**src/include/mtsrc_pkg.sv**
```systemverilog
// Package of constants for the MAC timer sync-reload and configuration block.
// Assumes a 32 MHz system clock and a 24-bit sleep timer supplied from outside.
package mtsrc_pkg;

    // =====================================================================
    // Register map
    // =====================================================================
    localparam logic [7:0] CFG_ADDR     = 8'hC3;
    localparam int         CMP_FLAG_BIT = 7;
    localparam int         PER_FLAG_BIT = 6;
    localparam int         OFC_FLAG_BIT = 5;
    localparam int         UNUSED_BIT   = 4;
    localparam int         COMPARE_BYTE_SELECT_BIT    = 3;
    localparam int         RSVD_BIT     = 2;
    localparam int         SYNC_BIT     = 1;
    localparam int         RUN_BIT      = 0;
    localparam logic       SYNC_RESET   = 1'b1;

    // =====================================================================
    // Widths and arithmetic constants
    // =====================================================================
    localparam int SLEEP_W  = 24;
    localparam int TIMER_W  = 16;
    localparam int OVF_W    = 20;
    localparam int FRAC_W   = 4;
    // Clock ratio 976.5625 in fixed point with four fraction bits.
    localparam logic [19:0] CLOCK_RATIO_FX = 20'h03D09;
    localparam logic [15:0] RESTART_OVERHEAD_CYCLES = 16'h004B;
    // Cycles from the sampled sleep edge until the timer runs.
    localparam int          SYNC_START_CYCLES = 75;
    localparam logic [6:0]  SYNC_START_LAST = 7'(SYNC_START_CYCLES - 1);

    typedef enum logic [1:0] {
        MTSRC_IDLE,
        MTSRC_RUN,
        MTSRC_CALC
    } mtsrc_state_t;

endpackage

```
**src/design/mtsrc_top.sv**
```systemverilog
// Configuration register, run control and synchronous restart reload of the MAC timer.
// Assumes sleep_edge_i is a one-cycle pulse in this clock domain and that the counter
// datapath outside takes the load strobe and the event pulses on this clock.
// How it works
// (RL1) Elapsed ticks wrap by two to the 24.
// (RL2) Count is ticks times ratio plus timer.
// (RL3) Add overhead 75; split into modulo and periods.
// (RL4) Software keeps stop-to-start gap within range.
// (RL5) Compare event sets bit 7 flag.
// (RL6) Period overflow sets bit 6 flag.
// (RL7) Overflow count compare sets bit 5.
// (RL8) Flags clear only on written zero.
// (RL9) Bit 4 always reads zero.
// (RL10) Bit 3 selects compared timer byte.
// (RL11) Software writes zero to reserved bit 2.
// (RL12) Sync bit waits for sleep edge, reloads.
// (RL13) Writing run one starts, zero stops.
// (RL14) Run bit reads actual timer state.
// (RL15) With sync, status changes at takeover only.
// (RL16) Sync stop halts and stores sleep value.
// (RL17) Sync start runs 75 cycles after edge.
// (RL18) Fixed point, round half up, error one.
`timescale 1ns/1ps
`default_nettype none
module mtsrc_top
    import mtsrc_pkg::*;
(
    input  wire logic               core_clk_i,
    input  wire logic               rstn_i,
    input  wire logic               sfr_wr_i,
    input  wire logic [7:0]         sfr_addr_i,
    input  wire logic [7:0]         sfr_wdata_i,
    output logic      [7:0]         cfg_rdata_o,
    input  wire logic               sleep_edge_i,
    input  wire logic [SLEEP_W-1:0] sleep_value_i,
    input  wire logic [TIMER_W-1:0] timer_value_i,
    input  wire logic [TIMER_W-1:0] timer_period_i,
    input  wire logic [OVF_W-1:0]   ovf_count_i,
    input  wire logic               compare_event_i,
    input  wire logic               period_event_i,
    input  wire logic               ovf_compare_event_i,
    output logic                    timer_run_o,
    output logic                    compare_byte_select_o,
    output logic                    reload_o,
    output logic      [TIMER_W-1:0] reload_timer_o,
    output logic      [OVF_W-1:0]   reload_ovf_o
);

    // =====================================================================
    // Configuration register
    // =====================================================================
    logic       cfg_wr;
    logic       cmp_flag_q, cmp_flag_d;
    logic       per_flag_q, per_flag_d;
    logic       ofc_flag_q, ofc_flag_d;
    logic       compare_byte_select_q, compare_byte_select_d;
    logic       rsvd_q, rsvd_d;
    logic       sync_q, sync_d;
    logic       run_req_q, run_req_d;
    logic [7:0] rdata_d;

    assign cfg_wr = sfr_wr_i && (sfr_addr_i == CFG_ADDR);

    always_comb begin
        cmp_flag_d = cmp_flag_q;
        per_flag_d = per_flag_q;
        ofc_flag_d = ofc_flag_q;
        compare_byte_select_d    = compare_byte_select_q;
        rsvd_d     = rsvd_q;
        sync_d     = sync_q;
        run_req_d  = run_req_q;
        if (cfg_wr) begin
            // A written one leaves a flag alone; a written zero clears it.
            cmp_flag_d = cmp_flag_q & sfr_wdata_i[CMP_FLAG_BIT]; // RL8
            per_flag_d = per_flag_q & sfr_wdata_i[PER_FLAG_BIT]; // RL8
            ofc_flag_d = ofc_flag_q & sfr_wdata_i[OFC_FLAG_BIT]; // RL8
            compare_byte_select_d    = sfr_wdata_i[COMPARE_BYTE_SELECT_BIT];
            rsvd_d     = sfr_wdata_i[RSVD_BIT];
            sync_d     = sfr_wdata_i[SYNC_BIT];
            run_req_d  = sfr_wdata_i[RUN_BIT]; // RL13
        end
        // Events set the flags and win over a clear in the same cycle.
        if (compare_event_i) begin
            cmp_flag_d = 1'b1; // RL5
        end
        if (period_event_i) begin
            per_flag_d = 1'b1; // RL6
        end
        if (ovf_compare_event_i) begin
            ofc_flag_d = 1'b1; // RL7
        end
    end

    always_ff @(posedge core_clk_i or negedge rstn_i) begin
        if (!rstn_i) begin
            cmp_flag_q <= 1'b0;
            per_flag_q <= 1'b0;
            ofc_flag_q <= 1'b0;
            compare_byte_select_q    <= 1'b0;
            rsvd_q     <= 1'b0;
            sync_q     <= SYNC_RESET;
            run_req_q  <= 1'b0;
        end else begin
            cmp_flag_q <= cmp_flag_d;
            per_flag_q <= per_flag_d;
            ofc_flag_q <= ofc_flag_d;
            compare_byte_select_q    <= compare_byte_select_d;
            rsvd_q     <= rsvd_d;
            sync_q     <= sync_d;
            run_req_q  <= run_req_d;
        end
    end

    // =====================================================================
    // Run state machine and reload arithmetic
    // =====================================================================
    mtsrc_state_t       state_q, state_d;
    logic [6:0]         cnt_q, cnt_d;
    logic [SLEEP_W-1:0] stored_q, stored_d;
    logic [TIMER_W-1:0] ld_timer_q, ld_timer_d;
    logic [OVF_W-1:0]   ld_ovf_q, ld_ovf_d;
    logic               reload_q, reload_d;
    logic [43:0]        calc_q, calc_d;
    logic [SLEEP_W-1:0] ticks_diff;
    logic [SLEEP_W:0]   ticks;
    logic [47:0]        scaled;
    logic [43:0]        whole;
    logic [TIMER_W:0]   rem_q, rem_d;
    logic [OVF_W-1:0]   quo_q, quo_d;
    logic [TIMER_W:0]   rem_shift;

    // Zero or negative difference means the sleep timer wrapped.
    always_comb begin
        ticks_diff = sleep_value_i - stored_q; // RL1
        if (ticks_diff == '0) begin
            ticks = {1'b1, {SLEEP_W{1'b0}}}; // RL1
        end else begin
            ticks = {1'b0, ticks_diff}; // RL1
        end
        // Round half up: add one half before dropping the fraction bits.
        scaled = 48'(ticks) * 48'(CLOCK_RATIO_FX) + 48'h000000000008; // RL18
        whole  = 44'(scaled >> FRAC_W) + 44'(timer_value_i)
               + 44'(RESTART_OVERHEAD_CYCLES); // RL2 RL3
    end

    always_comb begin
        state_d    = state_q;
        cnt_d      = cnt_q;
        stored_d   = stored_q;
        ld_timer_d = ld_timer_q;
        ld_ovf_d   = ld_ovf_q;
        reload_d   = 1'b0;
        calc_d     = calc_q;
        rem_d      = rem_q;
        quo_d      = quo_q;
        rem_shift  = {rem_q[TIMER_W-1:0], calc_q[43]};
        unique case (state_q)
            MTSRC_IDLE: begin
                if (run_req_q && !sync_q) begin
                    state_d = MTSRC_RUN; // RL12
                end else if (run_req_q && sleep_edge_i) begin
                    calc_d  = whole;
                    rem_d   = '0;
                    quo_d   = '0;
                    cnt_d   = '0;
                    state_d = MTSRC_CALC; // RL12
                end
            end
            MTSRC_CALC: begin
                // Restoring division, one quotient bit per cycle, so the result is exact
                // for any allowed stop time and ends well inside the start window.
                if (cnt_q < 7'($bits(calc_q))) begin
                    calc_d = {calc_q[42:0], 1'b0};
                    rem_d  = rem_shift;
                    quo_d  = {quo_q[OVF_W-2:0], 1'b0};
                    if (timer_period_i != '0 && rem_shift >= {1'b0, timer_period_i}) begin
                        rem_d = rem_shift - {1'b0, timer_period_i}; // RL3
                        quo_d = {quo_q[OVF_W-2:0], 1'b1}; // RL3
                    end
                end
                cnt_d = cnt_q + 7'h01;
                if (cnt_q == SYNC_START_LAST) begin
                    ld_timer_d = rem_q[TIMER_W-1:0]; // RL3
                    ld_ovf_d   = ld_ovf_q + quo_q; // RL3
                    reload_d   = 1'b1;
                    state_d    = MTSRC_RUN; // RL17 RL15
                end
            end
            MTSRC_RUN: begin
                if (!run_req_q && !sync_q) begin
                    state_d = MTSRC_IDLE; // RL12
                end else if (!run_req_q && sleep_edge_i) begin
                    stored_d = sleep_value_i; // RL16
                    state_d  = MTSRC_IDLE; // RL16 RL15
                end
            end
        endcase
        if (state_q == MTSRC_IDLE && state_d == MTSRC_CALC) begin
            ld_ovf_d = ovf_count_i; // RL3
        end
    end

    always_ff @(posedge core_clk_i or negedge rstn_i) begin
        if (!rstn_i) begin
            state_q    <= MTSRC_IDLE;
            cnt_q      <= '0;
            stored_q   <= '0;
            ld_timer_q <= '0;
            ld_ovf_q   <= '0;
            reload_q   <= 1'b0;
            calc_q     <= '0;
            rem_q      <= '0;
            quo_q      <= '0;
        end else begin
            state_q    <= state_d;
            cnt_q      <= cnt_d;
            stored_q   <= stored_d;
            ld_timer_q <= ld_timer_d;
            ld_ovf_q   <= ld_ovf_d;
            reload_q   <= reload_d;
            calc_q     <= calc_d;
            rem_q      <= rem_d;
            quo_q      <= quo_d;
        end
    end

    // =====================================================================
    // Outputs
    // =====================================================================
    always_comb begin
        rdata_d               = 8'h00;
        rdata_d[CMP_FLAG_BIT] = cmp_flag_q;
        rdata_d[PER_FLAG_BIT] = per_flag_q;
        rdata_d[OFC_FLAG_BIT] = ofc_flag_q;
        rdata_d[UNUSED_BIT]   = 1'b0; // RL9
        rdata_d[COMPARE_BYTE_SELECT_BIT]    = compare_byte_select_q;
        rdata_d[RSVD_BIT]     = rsvd_q; // RL11
        rdata_d[SYNC_BIT]     = sync_q;
        rdata_d[RUN_BIT]      = (state_d == MTSRC_RUN); // RL14
    end

    always_ff @(posedge core_clk_i or negedge rstn_i) begin
        if (!rstn_i) begin
            cfg_rdata_o           <= 8'h02;
            timer_run_o           <= 1'b0;
            compare_byte_select_o <= 1'b0;
        end else begin
            cfg_rdata_o           <= rdata_d;
            timer_run_o           <= (state_d == MTSRC_RUN); // RL14
            compare_byte_select_o <= compare_byte_select_d; // RL10
        end
    end

    assign reload_o       = reload_q;
    assign reload_timer_o = ld_timer_q;
    assign reload_ovf_o   = ld_ovf_q;

    // =====================================================================
    // Checks
    // =====================================================================
    start_delay_a: assert property (@(posedge core_clk_i) disable iff (!rstn_i)
        (state_q == MTSRC_IDLE && state_d == MTSRC_CALC) |=> ##75 (timer_run_o && reload_o)) // RL17
        else $error("sync start did not run after 75 cycles");
    start_hold_a: assert property (@(posedge core_clk_i) disable iff (!rstn_i)
        (state_q == MTSRC_IDLE && state_d == MTSRC_CALC) |=> !timer_run_o [*8]) // RL15
        else $error("run status changed before sync start");
    cmp_flag_a: assert property (@(posedge core_clk_i) disable iff (!rstn_i)
        compare_event_i |=> cmp_flag_q) // RL5
        else $error("compare flag not set");
    per_flag_a: assert property (@(posedge core_clk_i) disable iff (!rstn_i)
        period_event_i |=> per_flag_q) // RL6
        else $error("period flag not set");
    ofc_flag_a: assert property (@(posedge core_clk_i) disable iff (!rstn_i)
        ovf_compare_event_i |=> ofc_flag_q) // RL7
        else $error("overflow compare flag not set");
    flag_hold_a: assert property (@(posedge core_clk_i) disable iff (!rstn_i)
        (cmp_flag_q && !(cfg_wr && !sfr_wdata_i[CMP_FLAG_BIT])) |=> cmp_flag_q) // RL8
        else $error("compare flag lost without zero write");
    unused_zero_a: assert property (@(posedge core_clk_i) disable iff (!rstn_i)
        !cfg_rdata_o[UNUSED_BIT]) // RL9
        else $error("unused bit read as one");
    async_start_a: assert property (@(posedge core_clk_i) disable iff (!rstn_i)
        (state_q == MTSRC_IDLE && run_req_q && !sync_q) |-> ##1 timer_run_o) // RL12
        else $error("immediate start failed");
    stop_store_a: assert property (@(posedge core_clk_i) disable iff (!rstn_i)
        (state_q == MTSRC_RUN && !run_req_q && sync_q && sleep_edge_i)
        |=> (stored_q == $past(sleep_value_i)) && !timer_run_o) // RL16
        else $error("sync stop did not store sleep value");
    run_read_a: assert property (@(posedge core_clk_i) disable iff (!rstn_i)
        cfg_rdata_o[RUN_BIT] == timer_run_o) // RL14
        else $error("run bit differs from timer state");
    reload_pulse_a: assert property (@(posedge core_clk_i) disable iff (!rstn_i)
        reload_o |=> !reload_o) // RL17
        else $error("reload strobe longer than one cycle");
    reload_mod_a: assert property (@(posedge core_clk_i) disable iff (!rstn_i)
        (reload_o && timer_period_i != '0) |-> (reload_timer_o < timer_period_i)) // RL3
        else $error("reloaded timer value not below period");
    stop_wait_a: assert property (@(posedge core_clk_i) disable iff (!rstn_i)
        (state_q == MTSRC_RUN && sync_q && !sleep_edge_i) |=> timer_run_o) // RL15
        else $error("sync stop took effect without sleep edge");

endmodule
`default_nettype wire

```
**config.mk**
```make
export PLATFORM = sky130hd
export DESIGN_NAME = mtsrc_top
export DESIGN_NICKNAME = d
export VERILOG_FILES = /design/src/include/mtsrc_pkg.sv /design/src/design/mtsrc_top.sv
export SDC_FILE = /design/constraint.sdc
export NUM_CORES = 1
export LEC_CHECK = 0
export ABC_AREA = 1
export CAP_MARGIN = 25
export CORE_MARGIN = 10
export CORE_UTILIZATION = 60
export CTS_CLUSTER_SIZE = 20
export DETAILED_ROUTE_END_ITERATION = 8
export DONT_BUFFER_PORTS = 1
export PLACE_DENSITY = 0.78
export SKIP_CTS_REPAIR_TIMING = 1
export SYNTH_ARGS = -nofsm -noshare
export SYNTH_HDL_FRONTEND = slang
export SYNTH_SLANG_ARGS = --single-unit
```
**constraint.sdc**
```tcl
create_clock -name core_clk_i -period 7.4 [get_ports core_clk_i]
set_clock_uncertainty 0.2 [all_clocks]
set_input_delay 1.48 -clock core_clk_i [delete_from_list [all_inputs] [get_ports core_clk_i]]
set_output_delay 1.48 -clock core_clk_i [all_outputs]
set_load 0.02 [all_outputs]
```
# Yosys cells after proc, flatten, opt, wreduce, memory -nomap -nowiden
# Index checks and enable logic that the tools add are counted.
[totals]
input_bits = 99
ff_bits = 165
output_inout_bits = 47
word_cells = 99
[op_classes]
mul = 1
reduce_logical = 23
n_bitwise = 4
n_mux = 35
order_cmp = 2
eq_ne = 9
addsub = 7
[op_table]
columns = ["operator", "n"]
rows = [
  ["44-bit 2-to-1 mux", 3],
  ["20-bit 2-to-1 mux", 6],
  ["44-bit case mux with 2 select lines", 1],
  ["16-bit 2-to-1 mux", 4],
  ["39-bit by 4-bit adder with 40-bit output (second input constant)", 1],
  ["20-bit case mux with 2 select lines", 1],
  ["25-bit by 14-bit multiplier with 39-bit output (second input constant)", 1],
  ["37-bit by 7-bit adder with 38-bit output (second input constant)", 1],
  ["36-bit by 16-bit adder with 37-bit output", 1],
  ["16-bit case mux with 2 select lines", 1],
  ["25-bit 2-to-1 mux", 1],
  ["24-bit zero test", 1],
  ["24-bit subtractor", 1],
  ["20-bit adder", 1],
  ["17-bit by 16-bit greater-or-equal comparator with 1-bit output", 1],
  ["16-bit nonzero test", 1],
  ["16-bit subtractor", 1],
  ["7-bit 2-to-1 mux", 2],
  ["7-bit case mux with 2 select lines", 1],
  ["2-bit nonzero test", 6],
  ["2-bit 2-to-1 mux", 5],
  ["1-bit 2-to-1 mux", 9],
  ["8-bit == test (second input constant)", 1],
  ["7-bit by 1-bit adder with 7-bit output (second input constant)", 1],
  ["other kinds (14)", 29],
]

# Logic depth before layout (Yosys ltp)
# Gate-level depths: netlist of the first run.
[depth]
depth_word = 10
ltp_mapped = 50
mapped_depth_nobuf = 50

# Worst setup path after synthesis of the first run
# OpenSTA, ideal clock, no wires.
[synth_path]
kind = "input-to-reg"
from = "input port sleep_value_i[0]"
to = "register calc_q[30]"
setup_time_ps = 116
path_slack_ps = -1581
n_path_buf = 0
cell_stages = 39
required_ps = 7084
t_arrival_ps = 8664
path_cell_list = "inv_1 > ha_1 > fa_1 > inv_1 > nand3_1 > nand2_1 > xor2_1 > ha_1 > inv_1 > xor2_1 > fa_1 > fa_1 > fa_1 > ha_1 > inv_1 > fa_1 > inv_1 > ha_1 > [3 not listed] > nand2_1 > nand2_1 > xor2_1 > ha_1 > ha_1 > nand2_1 > nor4_1 > nand2_1 > nand2_1 > nand4_1 > nand2_2 > clkinv_1 > nor2_4 > nand2_1 > nand2_1 > nand3_1 > nand2_1 > nand2_1"
[synth_via]
elab_chain_cells = 10
[synth_lines]
columns = ["item", "line", "source"]
rows = [
  ["from (decl)", "mtsrc_top.sv:35", "input wire logic [SLEEP_W-1:0] sleep_value_i,"],
  ["24-bit subtractor *", "mtsrc_top.sv:134", "ticks_diff = sleep_value_i - stored_q;"],
  ["24-bit zero test", "mtsrc_top.sv:135", "if (ticks_diff == '0) begin"],
  ["25-bit 2-to-1 mux *", "mtsrc_top.sv:135", ""],
  ["25-bit by 14-bit multiplier with 39-bit output *", "mtsrc_top.sv:141", "scaled = 48'(ticks) * 48'(CLOCK_RATIO_FX) + 48'h000000000008;"],
  ["39-bit by 4-bit adder with 40-bit output *", "mtsrc_top.sv:141", ""],
  ["36-bit by 16-bit adder with 37-bit output *", "mtsrc_top.sv:142", "whole = 44'(scaled >> FRAC_W) + 44'(timer_value_i)"],
  ["37-bit by 7-bit adder with 38-bit output *", "mtsrc_top.sv:143", "+ 44'(RESTART_OVERHEAD_CYCLES);"],
  ["44-bit 2-to-1 mux *", "mtsrc_top.sv:161", "end else if (run_req_q && sleep_edge_i) begin"],
  ["44-bit 2-to-1 mux *", "mtsrc_top.sv:159", "if (run_req_q && !sync_q) begin"],
  ["44-bit case mux with 2 select lines *", "mtsrc_top.sv:157", "unique case (state_q)"],
  ["to (signal assigned)", "mtsrc_top.sv:221", "calc_q <= calc_d;"],
  ["to (decl)", "mtsrc_top.sv:123", "logic [43:0] calc_q, calc_d;"],
]
# Mark *: on every way between the ends. The rest lies on a longest branch, timed or not. The select of a mux whose other input is x is not followed.
# A chain may end at the register's enable or synchronous reset.

# Worst setup path after layout of the first run
[layout_path]
from = "input port sleep_value_i[0]"
to = "register calc_q[36]"
# Same word-level chain as after synthesis.

==> flow_summary.json, run 1 <==
{
  "status": "finished, violations left",
  "failed_checks": "setup timing",
  "setup_ws_ns": -1.01,
  "route.detailed.drc": 0,
  "syn_to_final_growth_pct": 24.9,
  "ctsHtreeMaxLevel": 4,
  "syn_area_per_cell_um2": 7.36,
  "core_um2": 29800,
  "routabilityCongestion": 0.956,
  "hold_viol_final": 0,
  "min_period_ns": 8.41,
  "cp.arrival_ns": 8.61,
  "clk_pin_slew_ns": 0.08,
  "post_synth_num_cell_types": 60,
  "slowest_stage": "fa_1",
  "clk_path_buf_depth": 2,
  "slowest_delay_ns": 0.55,
  "rsz0062_at_grt": "yes",
  "drv_slew": 0,
  "timing.final.crit_share_pct": 114,
  "path_class": "in -> reg",
  "drtIter0Drc": 1091,
  "dp_cells": 3104,
  "crit_fanout": 7,
  "cp.required_ns": 7.60,
  "hold_path.class": "reg -> reg",
  "grt_overflow_total": 0,
  "grt_max_degree": 165,
  "relSlewSlack_pct": 34.4,
  "grt_first_pass_wirelength_um": 81300,
  "routed_wirelength_um": 52500,
  "cts_buffers": 17,
  "dp_hpwl_um": 38600,
  "drv_cap": 0,
  "fill_cells": 2086,
  "drive_gt1_share_pct": 23.6,
  "dr.pass1.iters": 5,
  "grt_pass1_vias": 17390,
  "start_kind": "input port",
  "yosys_warnings": 0,
  "diodes": 0,
  "netlist_area_um2": 18200,
  "wire_per_inst_um": 16.6,
  "fmax_mhz": 119,
  "critical_path.endpoint_type": "flip-flop",
  "cts_tree": "done",
  "antenna_found_initial": 0,
  "nNetsFinal": 3185,
  "vias": 17510,
  "rrSetupSlack_ns": -0.42,
  "clock_latency_ns": 0.47,
  "worst_pin_slew_ns": 0.981,
  "dieWidth_um": 194,
  "ys_ff_latch": 164,
  "io_buffers": 0,
  "die_area_um2": 37700,
  "final-instance-count-excl-fill": 3162,
  "setup_viol": 26,
  "ys_seq_area_share_pct": 22.6,
  "cts_sinks": 164,
  "ios": 146,
  "ant_nets": 0,
  "die_h_um": 194,
  "grtUsageTotal_pct": 25.5,
  "syn_inst": 2470,
  "cts-root-buf": "clkbuf_16",
  "start_util_pct": 61.0,
  "rows": 63,
  "avgViaCountPerCell": 5.54
}
==> routing by layer <==
layer  GRT usage [%]  up-vias  part of all wire [%]  wire (µm)
li1                -     8457                     -          -
met5               0        -                     0          0
met2            45.9      576                    51      27000
met3            3.65      144                   5.4       2820
met4            9.20        0                   3.6       1910
met1            30.0     8333                    40      20800
==> registers in the layout (all words and copies together), names as in the netlist, 2 cells and up <==
name            count
calc_q             44
cfg_rdata_o         7
cnt_q               7
quo_q              20
reload_ovf_o       20
reload_timer_o     16
rem_q              16
state_q             2
stored_q           24
==> placed cells by master (no fill, tap or decap), types with 17 or more instances in the layout <==
cell	synthesis	routed
nand4_1	24	24
xor2_1	51	41
a21oi_1	149	131
inv_2	20	49
dfrtp_1	162	162
ha_1	226	189
o21ai_0	123	98
buf_4	2	294
nor2_4	8	21
buf_6	0	17
a21oi_2	3	18
nand3_1	100	92
nor2_2	17	20
o22ai_1	33	33
nor2_1	162	146
clkbuf_16	0	17
nand2_4	6	24
ha_4	0	30
o21ai_1	11	33
inv_1	448	416
xnor2_1	27	21
nand2_2	26	69
nor3_1	28	24
fa_1	101	100
nand2_1	582	521
==> area by class of cell <==
class                      count  area (µm²)  share of cell area (%)
clock inverter                15         206                   0.909
clock buffer                  17         425                    1.87
sequential                   164        4110                    18.1
inverter                     470        1780                    7.85
timing repair buffer         311        2400                    10.6
tap                          390         488                    2.15
multi-input combinational   1795       13300                    58.6
==> Yosys cell counts (all sizes together) <==
master / number / share of area (%)
o21ai: 136 / 3.8
xor2: 52 / 2.5
o2111ai: 1 / 0.048
o21a: 5 / 0.21
clkinv: 2 / 0.041
dfstp: 2 / 0.29
o31a: 1 / 0.048
clkbuf: 26 / 0.54
dfrtp: 162 / 22
nand2: 614 / 13
nand3: 107 / 3.2
o211ai: 14 / 0.58
nand4: 25 / 0.89
o311ai: 1 / 0.048
a211oi: 2 / 0.083
and3: 2 / 0.069
or2: 7 / 0.24
inv: 468 / 9.7
buf: 17 / 0.49
mux2: 5 / 0.31
conb: 1 / 0.021
nand3b: 2 / 0.083
ha: 226 / 16
xnor2: 27 / 1.3
o22ai: 33 / 1.1
and2: 5 / 0.17
a21boi: 4 / 0.17
a22oi: 1 / 0.041
a21o: 7 / 0.29
a31oi: 12 / 0.41
nor3: 29 / 0.83
o21bai: 15 / 0.66
a21oi: 154 / 4.4
fa: 101 / 11
nor3b: 1 / 0.041
nor2: 188 / 4.5
o221ai: 2 / 0.096
nor4: 10 / 0.34
o31ai: 3 / 0.12
==> cell families (layout without fill, tap and decap cells) <==
family,after synthesis,count (layout),share of synthesized area (%)
AOI/OAI and AO/OA,391,391,12.2
xor gates and xnor gates,79,79,3.85
adders and majority gates,327,327,26.7
buffers and inverters,513,813,10.7
DFF,164,164,22.6
muxes,5,5,0.310
other,1,3,0.0206
and+or+nand+nor,990,990,23.7
==> critical path: cells and delay by family <==
kind                       cells  cell delay [ns]
AOI/OAI and AO/OA              2             0.32
xor gates and xnor gates       3             0.63
adders and majority gates     11             3.95
buffers and inverters          7             0.46
and+or+nand+nor               15             1.75
==> stage by stage <==
step           util (%)  cell area [µm²]  setup slack (ns)  TNS, ns  hold slack [ns]
2_1_floorplan         -            18700            -0.848   -16.59            0.148
3_5_place_dp       70.9            21100             -1.32   -30.80            0.163
3_3_place_gp       70.9            21100             -1.20   -27.56            0.154
5_1_grt            76.2            22700             -1.28   -28.03            0.177
6_report           76.2            22700             -1.01   -21.22            0.178
4_1_cts            73.0            21700            -0.868   -18.41            0.177
==> worst paths after layout <==
kind / from / endpoint / depth (start not counted)
max reg2reg: stored_q[0] / calc_q[36] / 37
max in group asynchronous: rstn_i / sync_q / 0
min: cmp_flag_q / cfg_rdata_o[7] / 0
min in group asynchronous: rstn_i / stored_q[15] / 0
min reg2reg: cmp_flag_q / cfg_rdata_o[7] / 0
max: sleep_value_i[0] / calc_q[36] / 38
Power of run 1 is not shown: default switching activity piles up to over one toggle a cycle in this logic, so the estimate is an artifact.
==> run 2: changes to the inputs <==
- GPL_TIMING_DRIVEN: not set -> 0
==> flow_summary.json, run 2 (same netlist as run 1, synthesis figures left out) <==
{
  "cp.required_ns": 7.54,
  "die_area_um2": 37700,
  "placed_area_um2": 19200,
  "drtIter0Drc": 1315,
  "avgViaCountPerCell": 5.66,
  "clock_latency_ns": 0.46,
  "top_register": "calc_q",
  "status": "finished, violations left",
  "cts_tree": "done",
  "start_kind": "input port",
  "clk_pin_slew_ns": 0.07,
  "cp.arrival_ns": 8.62,
  "wl_met3_um": 3430,
  "dieWidth_um": 194,
  "drt-met1-wl_um": 21000,
  "reg_top3": "calc_q (44), stored_q (24)",
  "vias": 16876,
  "routed_wirelength_um": 51200,
  "relSlewSlack_pct": 38.1,
  "clk_path_buf_depth": 2,
  "tns_ns": -22.04,
  "path_class": "in -> reg",
  "grt_first_pass_wirelength_um": 79600,
  "slowest_delay_ns": 0.56,
  "wire_per_inst_um": 17.2,
  "highest_layer": "met4",
  "fin_area_um2": 21300,
  "largest_reg_flops": 44,
  "die_h_um": 194,
  "ios": 146,
  "dr.pass1.iters": 7,
  "grt_max_degree": 165,
  "ant_nets": 0,
  "routabilityCongestion": 0.942,
  "setup_viol": 26,
  "timing.final.crit_share_pct": 115,
  "io_buffers": 0,
  "ctsHtreeMaxLevel": 4,
  "route.detailed.drc": 0,
  "grt_overflow_total": 0,
  "min_period_ns": 8.48,
  "worst_pin_slew_ns": 0.921,
  "cts_sinks": 164,
  "setup_ws_ns": -1.08,
  "nNetsFinal": 3004,
  "cts-root-buf": "clkbuf_16",
  "wl_met2_um": 25300,
  "hold_path.class": "reg -> reg",
  "grtUsageTotal_pct": 25.3,
  "critical_path.top_delay_family": "adder cells",
  "start_util_pct": 61.0,
  "worst_path_most_repeated_cell": "nand2_1",
  "layout_common_cells": "534 x nand2_1, 421 x inv_1, 190 x ha_1, 162 x dfrtp_1, 143 x nor2_1",
  "core_um2": 29800,
  "rows": 63,
  "grt_pass1_vias": 16123,
  "failed_checks": "setup timing",
  "slowest_stage": "fa_1",
  "crit_fanout": 7,
  "drv_slew": 0,
  "rsz0062_at_grt": "yes",
  "crit_buf_inv": 10,
  "drive_gt1_share_pct": 16.9,
  "dp_hpwl_um": 39400,
  "syn_to_final_growth_pct": 17.2,
  "critical_path.endpoint_type": "flip-flop",
  "antenna_found_initial": 0,
  "drv_cap": 0,
  "hold_viol_final": 0,
  "mostFrequentLayoutCell": "nand2_1",
  "cts_buffers": 17,
  "diodes": 0,
  "fmax_mhz": 118
}
run 2: worst paths after layout:
kind,start,end,slack (ns),depth (start not counted)
setup / recovery,sleep_value_i[2],calc_q[27],-1.08,44
hold / removal,per_flag_q,cfg_rdata_o[6],0.17,0
setup reg to reg,stored_q[1],calc_q[27],-0.49,45
hold reg to reg,per_flag_q,cfg_rdata_o[6],0.17,0
max in group asynchronous,rstn_i,sync_q,6.15,0
min in group asynchronous,rstn_i,quo_q[8],0.52,0
run 2: through the flow:
step	worst slack, ns	instances	util (%)	hold slack, ns
3_3_place_gp	-1.82	2862	64.3	0.156
3_5_place_dp	-1.84	2862	64.3	0.157
2_1_floorplan	-0.848	2472	-	0.148
5_1_grt	-1.40	2981	71.5	0.189
4_1_cts	-1.40	2894	66.3	0.173
6_report	-1.08	2981	71.5	0.172
run 2: worst register-to-register path, delay by kind of cell, from the launching register on:
kind,cells,cell delay [ns]
adders and majority gates,10,3.66
and+or+nand+nor,19,1.90
buffers and inverters,11,0.82
AOI/OAI and AO/OA,4,0.57
DFF,1,0.40
xor gates and xnor gates,1,0.21
run 2: final cells by class:
type / count / area [µm²]
clock buffers: 21 / 470
multi-input cells: 1795 / 13400
inverters: 470 / 1810
clock inverters: 11 / 115
well taps: 390 / 488
fillers: 2306 / 8480
flip-flops and latches: 164 / 4110
repair buffers: 87 / 688
plain buffers: 43 / 193
run 2: metal layers:
layer | vias up | track usage (%)
met2 | 583 | 42.8
met1 | 8078 | 32.3
li1 | 8108 | -
met5 | - | 0
met4 | 0 | 7.67
met3 | 107 | 4.29
Power of run 2 is left out for the same reason.
